==> src/xmk_cfg.svh <==
/*
 * Constants of the high-mask and bus-keeper block: register offset, field
 * positions, reset value, address limits and cycle counts.
 * Assumes inclusion by bare name from the top design module only.
 */
`ifndef XMK_CFG_SVH
`define XMK_CFG_SVH

// ==========================================================================
// Register map
`define XMK_CTRL_B_ADDR   8'h75
`define XMK_CTRL_B_RESET  8'h00
`define XMK_CTRL_B_WMASK  8'h87
`define XMK_BK_BIT        7
`define XMK_MASK_MSB      2
`define XMK_MASK_LSB      0
`define XMK_MASK_ALL      3'h7
`define XMK_RD_IDLE       8'h00

// ==========================================================================
// Address space
`define XMK_INT_LIMIT     16'h21FF

// ==========================================================================
// External cycle timing, in clock cycles
`define XMK_LATCH_CYC     3'h1
`define XMK_STROBE_CYC    3'h4
`define XMK_RECOVER_CYC   3'h1

`endif

==> src/xmk_pkg.sv <==
/*
 * Types of the high-mask and bus-keeper block.
 * Assumes nothing beyond the constants header.
 */
package xmk_pkg;

  // ========================================================================
  // External cycle states, one-hot
  typedef enum logic [3:0] {
    XMK_IDLE    = 4'h1,
    XMK_LATCH   = 4'h2,
    XMK_STROBE  = 4'h4,
    XMK_RECOVER = 4'h8
  } xmk_state_t;

  typedef logic [7:0] xmk_byte_t;

endpackage

==> src/xmk_ext_mem_high_mask_keeper.sv <==
/*
 * External memory port control: high-address mask, pin release to the
 * general port, bus keeper on the multiplexed lines, and a simple
 * latch/strobe/recover cycle for data-space accesses above internal memory.
 * Assumes a register port on clk, a core that holds its access request
 * until done, and an outside pad ring resolving out/enable pairs.
 */
// Notes on behaviour
// - Keeper holds last write data on released lines; reads replace it with the address byte or a stale settled sample.
// - Keeper off lets released lines float.
// - Keeper ignores interface enable bit.
// - Reserved bits six to three read zero.
// - Mask zero drives full high byte.
// - Driven high bits equal eight minus mask, for masks zero to six.
// - Mask seven releases whole high port.
// - Released pins follow port output, direction.
// - Addresses up to 0x21FF stay internal.
// - Only space above internal reaches external.
// - Interface enable takes pins, overriding direction.
`timescale 1ns/100ps
`include "xmk_cfg.svh"

module xmk_ext_mem_high_mask_keeper (
  // Clock and reset
  input  wire logic        clk,
  input  wire logic        nrst,
  // Register port
  input  wire logic [7:0]  reg_addr,
  input  wire logic [7:0]  reg_wdata,
  input  wire logic        reg_wr,
  input  wire logic        reg_rd,
  output logic      [7:0]  reg_rdata,
  // Interface enable from control register A
  input  wire logic        ext_interface_enable,
  // General port registers of the high-address port
  input  wire logic [7:0]  port_c_out,
  input  wire logic [7:0]  port_c_dir,
  // Core data-space access
  input  wire logic        acc_req,
  input  wire logic        acc_we,
  input  wire logic [15:0] acc_addr,
  input  wire logic [7:0]  acc_wdata,
  output logic      [7:0]  acc_rdata,
  output logic             acc_done,
  output logic             acc_internal,
  // Multiplexed address/data lines
  input  wire logic [7:0]  muxed_addr_data_lines_in,
  output logic      [7:0]  muxed_addr_data_lines_out,
  output logic      [7:0]  muxed_addr_data_lines_oe,
  // Bus keeper weak drive
  output logic      [7:0]  keeper_drive,
  output logic      [7:0]  keeper_oe,
  // High-address port pins
  output logic      [7:0]  high_port_out,
  output logic      [7:0]  high_port_oe,
  // Strobes; ALE active high, write and read active low on the pins
  output logic             ale_out,
  output logic             ale_oe,
  output logic             wr_n_out,
  output logic             wr_n_oe,
  output logic             rd_n_out,
  output logic             rd_n_oe
);

  // ==========================================================================
  // Declarations
  xmk_pkg::xmk_byte_t   ctrl_b_reg;
  xmk_pkg::xmk_byte_t   rdata_reg;
  xmk_pkg::xmk_state_t  state_reg;
  xmk_pkg::xmk_state_t  state_next;
  logic [2:0]           cnt_reg;
  logic [2:0]           cnt_next;
  logic [15:0]          addr_reg;
  logic [7:0]           wdata_reg;
  logic                 we_reg;
  logic [2:0]           mask_cur_reg;
  logic [7:0]           last_val_reg;
  logic [7:0]           ad_settled;
  logic [7:0]           hi_sel;
  logic                 bk_en;
  logic [2:0]           mask_live;
  logic                 ctrl_b_hit;
  logic                 is_internal;
  logic                 start_ext;
  logic                 ad_drive;
  logic                 busy_reg;

  // ==========================================================================
  // Pin input synchroniser for the multiplexed lines
  xmk_pin_sync #(
    .W (8)
  ) u_ad_sync (
    .clk     (clk),
    .nrst    (nrst),
    .pin_in  (muxed_addr_data_lines_in),
    .settled (ad_settled)
  );

  // ==========================================================================
  // Register decode
  assign ctrl_b_hit = (reg_addr == `XMK_CTRL_B_ADDR);
  assign bk_en      = ctrl_b_reg[`XMK_BK_BIT];
  assign mask_live  = ctrl_b_reg[`XMK_MASK_MSB:`XMK_MASK_LSB];

  // Control register B; reserved bits never store, so they read zero
  always_ff @(posedge clk or negedge nrst) begin
    if (!nrst) begin
      ctrl_b_reg <= `XMK_CTRL_B_RESET;
    end else if (reg_wr && ctrl_b_hit) begin
      ctrl_b_reg <= reg_wdata & `XMK_CTRL_B_WMASK;
    end
  end

  // Read data stands only in the cycle after the strobe
  always_ff @(posedge clk or negedge nrst) begin
    if (!nrst) begin
      rdata_reg <= `XMK_RD_IDLE;
    end else if (reg_rd && ctrl_b_hit) begin
      rdata_reg <= ctrl_b_reg & `XMK_CTRL_B_WMASK;
    end else begin
      rdata_reg <= `XMK_RD_IDLE;
    end
  end

  assign reg_rdata = rdata_reg;

  // ==========================================================================
  // Access classification
  // Internal region answers locally; no external cycle is started.
  // Busy is set one cycle after done, so done itself blocks a restart
  // by the request that is still held in that cycle.
  assign is_internal = (acc_addr <= `XMK_INT_LIMIT);
  assign start_ext   = acc_req && !busy_reg && !is_internal
                       && ext_interface_enable && !acc_done
                       && (state_reg == xmk_pkg::XMK_IDLE);

  // ==========================================================================
  // Cycle state machine, next state
  always_comb begin
    state_next = state_reg;
    cnt_next   = cnt_reg;
    case (state_reg)
      xmk_pkg::XMK_IDLE: begin
        if (start_ext) begin
          state_next = xmk_pkg::XMK_LATCH;
          cnt_next   = `XMK_LATCH_CYC;
        end
      end
      xmk_pkg::XMK_LATCH: begin
        if (cnt_reg == 3'h1) begin
          state_next = xmk_pkg::XMK_STROBE;
          cnt_next   = `XMK_STROBE_CYC;
        end else begin
          cnt_next = cnt_reg - 3'h1;
        end
      end
      xmk_pkg::XMK_STROBE: begin
        if (cnt_reg == 3'h1) begin
          state_next = xmk_pkg::XMK_RECOVER;
          cnt_next   = `XMK_RECOVER_CYC;
        end else begin
          cnt_next = cnt_reg - 3'h1;
        end
      end
      xmk_pkg::XMK_RECOVER: begin
        if (cnt_reg == 3'h1) begin
          state_next = xmk_pkg::XMK_IDLE;
          cnt_next   = 3'h0;
        end else begin
          cnt_next = cnt_reg - 3'h1;
        end
      end
      default: begin
        state_next = xmk_pkg::XMK_IDLE;
        cnt_next   = 3'h0;
      end
    endcase
  end

  // State and counter flops
  always_ff @(posedge clk or negedge nrst) begin
    if (!nrst) begin
      state_reg <= xmk_pkg::XMK_IDLE;
      cnt_reg   <= 3'h0;
    end else begin
      state_reg <= state_next;
      cnt_reg   <= cnt_next;
    end
  end

  // ==========================================================================
  // Access capture; the mask is sampled at the start of each cycle, so a
  // register write takes hold on the very next access
  always_ff @(posedge clk or negedge nrst) begin
    if (!nrst) begin
      addr_reg     <= 16'h0000;
      wdata_reg    <= 8'h00;
      we_reg       <= 1'b0;
      mask_cur_reg <= 3'h0;
    end else if (start_ext) begin
      addr_reg     <= acc_addr;
      wdata_reg    <= acc_wdata;
      we_reg       <= acc_we;
      mask_cur_reg <= mask_live;
    end else if (state_reg == xmk_pkg::XMK_IDLE) begin
      mask_cur_reg <= mask_live;
    end
  end

  // Busy flag blocks a held request from restarting after done
  always_ff @(posedge clk or negedge nrst) begin
    if (!nrst) begin
      busy_reg <= 1'b0;
    end else if (acc_done || acc_internal) begin
      busy_reg <= 1'b1;
    end else if (!acc_req) begin
      busy_reg <= 1'b0;
    end
  end

  // ==========================================================================
  // Completion and read data
  always_ff @(posedge clk or negedge nrst) begin
    if (!nrst) begin
      acc_done     <= 1'b0;
      acc_internal <= 1'b0;
      acc_rdata    <= 8'h00;
    end else begin
      acc_done     <= 1'b0;
      acc_internal <= 1'b0;
      if (acc_req && !busy_reg && is_internal && !acc_done
          && !acc_internal) begin
        acc_internal <= 1'b1;
      end else if (acc_req && !busy_reg && !is_internal
                   && !ext_interface_enable && !acc_done) begin
        acc_done  <= 1'b1;
        acc_rdata <= 8'h00;
      end else if ((state_reg == xmk_pkg::XMK_RECOVER)
                   && (cnt_reg == 3'h1)) begin
        acc_done <= 1'b1;
        if (!we_reg) begin
          acc_rdata <= ad_settled;
        end
      end
    end
  end

  // ==========================================================================
  // High-address mask decode: bit i drives address when below 8 - mask; mask 7 drives none
  always_comb begin
    if (mask_cur_reg == `XMK_MASK_ALL) begin
      hi_sel = 8'h00;
    end else begin
      hi_sel = 8'hFF >> mask_cur_reg;
    end
    if (!ext_interface_enable) begin
      hi_sel = 8'h00;
    end
  end

  // Released pins revert to the general port registers
  always_comb begin
    for (int i = 0; i < 8; i++) begin
      if (hi_sel[i]) begin
        high_port_out[i] = addr_reg[8+i];
        high_port_oe[i]  = 1'b1;
      end else begin
        high_port_out[i] = port_c_out[i];
        high_port_oe[i]  = port_c_dir[i];
      end
    end
  end

  // ==========================================================================
  // Multiplexed lines: address low byte at latch, write data at strobe
  assign ad_drive = ext_interface_enable
                    && ((state_reg == xmk_pkg::XMK_LATCH)
                        || ((state_reg == xmk_pkg::XMK_STROBE) && we_reg));

  always_comb begin
    if (state_reg == xmk_pkg::XMK_LATCH) begin
      muxed_addr_data_lines_out = addr_reg[7:0];
    end else begin
      muxed_addr_data_lines_out = wdata_reg;
    end
    muxed_addr_data_lines_oe = {8{ad_drive}};
  end

  // ==========================================================================
  // Strobes; owned by the interface while it is enabled
  assign ale_out  = (state_reg == xmk_pkg::XMK_LATCH);
  assign wr_n_out = !((state_reg == xmk_pkg::XMK_STROBE) && we_reg);
  assign rd_n_out = !((state_reg == xmk_pkg::XMK_STROBE) && !we_reg);
  assign ale_oe   = ext_interface_enable;
  assign wr_n_oe  = ext_interface_enable;
  assign rd_n_oe  = ext_interface_enable;

  // ==========================================================================
  // Bus keeper: remember what the port drove, or the settled sample when off or in the strobe.
  // The settled sample lags the pins by four cycles, as long as the strobe, so with the
  // keeper on, read data driven by the memory arrives too late to be kept.
  always_ff @(posedge clk or negedge nrst) begin
    if (!nrst) begin
      last_val_reg <= 8'h00;
    end else if (ad_drive) begin
      last_val_reg <= muxed_addr_data_lines_out;
    end else if (!bk_en) begin
      last_val_reg <= ad_settled;
    end else if (state_reg == xmk_pkg::XMK_STROBE) begin
      last_val_reg <= ad_settled;
    end
  end

  // Weak drive only while the lines are released; not gated by the
  // interface enable, and off entirely when the keeper bit is clear
  assign keeper_drive = last_val_reg;
  assign keeper_oe    = {8{bk_en && !ad_drive}};

endmodule

==> src/xmk_pin_sync.sv <==
/*
 * Three-stage pin synchroniser with agreement filter, one per bit.
 * Assumes the inputs are asynchronous pins and clk is the system clock.
 */
`timescale 1ns/100ps

module xmk_pin_sync #(
  parameter int W = 8
) (
  // Clock and reset
  input  wire logic         clk,
  input  wire logic         nrst,
  // Pin side and settled output
  input  wire logic [W-1:0] pin_in,
  output logic      [W-1:0] settled
);

  logic [W-1:0] stage1_reg;
  logic [W-1:0] stage2_reg;
  logic [W-1:0] stage3_reg;

  // ========================================================================
  // Stage one feeds stage two only, to keep metastability contained
  always_ff @(posedge clk or negedge nrst) begin
    if (!nrst) begin
      stage1_reg <= '0;
      stage2_reg <= '0;
      stage3_reg <= '0;
    end else begin
      stage1_reg <= pin_in;
      stage2_reg <= stage1_reg;
      stage3_reg <= stage2_reg;
    end
  end

  // A bit changes only once stages two and three agree
  always_ff @(posedge clk or negedge nrst) begin
    if (!nrst) begin
      settled <= '0;
    end else begin
      for (int i = 0; i < W; i++) begin
        if (stage2_reg[i] == stage3_reg[i]) begin
          settled[i] <= stage2_reg[i];
        end
      end
    end
  end

endmodule

==> config.mk <==
export PLATFORM = sky130hd
export DESIGN_NAME = xmk_ext_mem_high_mask_keeper
export DESIGN_NICKNAME = d
export VERILOG_FILES = /design/src/xmk_pkg.sv /design/src/xmk_ext_mem_high_mask_keeper.sv /design/src/xmk_pin_sync.sv
export VERILOG_INCLUDE_DIRS = /design/src
export SDC_FILE = /design/constraint.sdc
export NUM_CORES = 1
export LEC_CHECK = 0
export BUFFER_PORTS_ARGS = -buffer_cell sky130_fd_sc_hd__buf_2
export CAP_MARGIN = 20
export CORE_MARGIN = 5
export CORE_UTILIZATION = 45
export CTS_CLUSTER_SIZE = 30
export DETAILED_ROUTE_END_ITERATION = 6
export PLACE_DENSITY = 0.74
export SYNTH_ARGS = -nofsm -noshare
export SYNTH_HDL_FRONTEND = slang
export SYNTH_HIERARCHICAL = 1
export SYNTH_SLANG_ARGS = --single-unit
==> constraint.sdc <==
create_clock -name clk -period 2.05 [get_ports clk]
set_input_delay 0.41 -clock clk [delete_from_list [all_inputs] [get_ports clk]]
set_output_delay 0.41 -clock clk [all_outputs]
set_load 0.005 [all_outputs]
==> results.json <==
{
  "clk_latency_ns": 0.36,
  "dpl.cell_count": 531,
  "post-route-period-util": 1.08,
  "wire_per_inst_um": 16.8,
  "grt_use_total": 0.171,
  "cp.arrival_ns": 1.81,
  "die_area_um2": 11300,
  "cts.sinks": 94,
  "synth_cell_types": 51,
  "cp-start-kind": "flop",
  "cts_tree": "built",
  "synth.area.top_cells": "dfrtp_1, mux2_2, mux2_4",
  "post-place-ws_ns": -0.0151,
  "path_max_fanout": 4,
  "ys_seq_area_frac": 0.562,
  "start_util": 0.457,
  "final_core_util": 0.597,
  "dr.pass1.iters": 4,
  "cp_slowest_cell": "dfrtp_2",
  "worst-slew-pin-transition_ns": 0.609,
  "cts_made_buffers": 9,
  "peakVddDrop_mv": 0.519,
  "end_kind": "output pin",
  "nets": 516,
  "min_period_ns": 2.22,
  "largest_reg_flops": 16,
  "layout-drive-gt1-share": 0.641,
  "tns_ns": -3.41,
  "drc": 0,
  "clockBufferDepth": 2,
  "syn-cell-area_um2": 4190,
  "yosysTopAreaCell": "dfrtp_1",
  "layout_commonest_cell": "buf_2",
  "critPathMaxStageDelay_ns": 0.45,
  "io_buffers": 134,
  "fmaxAchievable_ghz": 0.450,
  "synth_cells": 296,
  "p_leak_nw": 2.76,
  "fp-row-count": 35,
  "via_per_inst": 5.04,
  "drt_first_iter_violations": 172,
  "grt_max_degree": 54,
  "cts_root_buf": "clkbuf_8",
  "htreeDepth": 3,
  "die_w_um": 106,
  "yosys.area.top_type_share": 0.556,
  "worstSetupPathType": "flop to output pin",
  "routabilityCongestion": 0.794,
  "synth_edf_count": 0,
  "path_cells": "nor4b_4, buf_4, mux2_4, buf_2",
  "design.core.area_um2": 9150,
  "dp_hpwl_mm": 6.86,
  "grt_overflow": 0,
  "grt_antenna_before_repair": 0,
  "die-height_um": 106,
  "grt_pass1_vias": 2968,
  "worst-path-buf-inv": 2,
  "setup_viol": 27,
  "avgSynthCellArea_um2": 14.1,
  "grt_pass1_wl_mm": 15.0,
  "path_clk_slew_ns": 0.10,
  "stdcell_count": 559,
  "clock_skew_ns": 0.0112,
  "io_pins": 143,
  "worstPathRequired_ns": 1.64,
  "slew_violations": 0,
  "vias": 2818,
  "areaGrowthSynthToFinish_pct": 30.5,
  "antenna_left": 0,
  "layout_common_cells": "buf_2, dfrtp_1, mux2_2",
  "antennaDiodeCount": 0,
  "finalPower_mw": 5.53,
  "outcome": "complete, but fails checks",
  "rsz0062_at_grt": "yes",
  "rrSetupSlack_ns": 0.10,
  "slew_headroom": 0.594,
  "yosysWarnings": 6,
  "path_delay_family": "flip-flops",
  "maxCapViolations": 0,
  "synth-main-ff-cell": "dfrtp_1",
  "ys_async_sr_fraction": 1.00,
  "ys_ff_latch": 94,
  "powerDensity_nw_per_um2": 1010,
  "fin_ws_ns": -0.173,
  "violations": "setup timing",
  "routed_wl_mm": 9.40,
  "min_path_type": "primary input to flop",
  "hold_viol": 0
}
report_power, final:
group	leakage [nW]	switching, mW	internal (mW)
combinational	1.49	0.654	1.08
sequential	1.16	0.268	2.23
clock	0.112	0.657	0.646
through the flow:
| step | hold slack (ns) | cell area (um2) |
|---|---|---|
| after floorplan | 0.114 | 4200 |
| after global placement | 0.284 | 4960 |
| after detailed placement | 0.286 | 4960 |
| after CTS | 0.130 | 5390 |
| after global routing | 0.127 | 5470 |
| final | 0.143 | 5470 |
Yosys cell counts (2+ instances only):
master,n
mux2_4,19
nor2b_1,2
o21ai_0,3
mux2_2,45
or2_2,3
nand3_1,2
o41ai_1,2
nor4b_1,3
mux2i_1,2
nor3_1,4
nor2_1,10
o211ai_1,3
buf_2,3
buf_4,23
inv_1,7
a21oi_1,3
and3_1,4
a22o_2,8
dfrtp_1,93
nand2b_1,10
maj3_2,8
clkbuf_1,2
nand2_1,6
buf_6,3
ha_1,2
final cells by class:
cell class / count / area (um2)
fill: 694 / 3690
sequential: 94 / 2360
multi-input combinational: 167 / 1690
timing repair buffer: 164 / 1030
clock buffer: 11 / 151
tap: 111 / 139
clock inverter: 5 / 63.8
inverter: 7 / 28.8
cell families after synthesis:
family                     after synthesis  synth area share
adders and majority gates               10            0.0275
xor gates and xnor gates                 1           0.00209
buffers and inverters                   38            0.0610
muxes                                   66             0.194
DFF                                     94             0.562
and+or+nand+nor                         56            0.0879
other                                    1          0.000896
AOI/OAI and AO/OA                       30            0.0646
repair_timing:
action	4_1_cts	5_1_grt
endpoints found under the hold margin	14	0
gates cloned	1	0
setup endpoints to repair	36	46
resized for setup	38	10
hold buffers	1	0
setup buffers	6	4
pin swaps	4	4
layer usage:
layer / GRT usage / wire length, um / share of wire
met2: 0.286 / 4950 / 0.53
met3: 0.0455 / 486 / 0.052
met1: 0.213 / 3830 / 0.41
met4: 0.0603 / 131 / 0.014
met5: 0 / 0 / 0
path summary, 6_finish.rpt:
| kind | from | to | depth (start not counted) |
|---|---|---|---|
| max reg2reg | state_reg[1] | keeper_drive[2] | 5 |
| min reg2reg | u_ad_sync/stage1_reg[4] | u_ad_sync/stage2_reg[4] | 0 |
| min | muxed_addr_data_lines_in[3] | u_ad_sync/stage1_reg[3] | 1 |
| min in group asynchronous | nrst | keeper_drive[5] | 2 |
| max | state_reg[2] | muxed_addr_data_lines_out[2] | 4 |
| max in group asynchronous | nrst | u_ad_sync/settled[1] | 3 |
(Power assumes the default switching activity.)
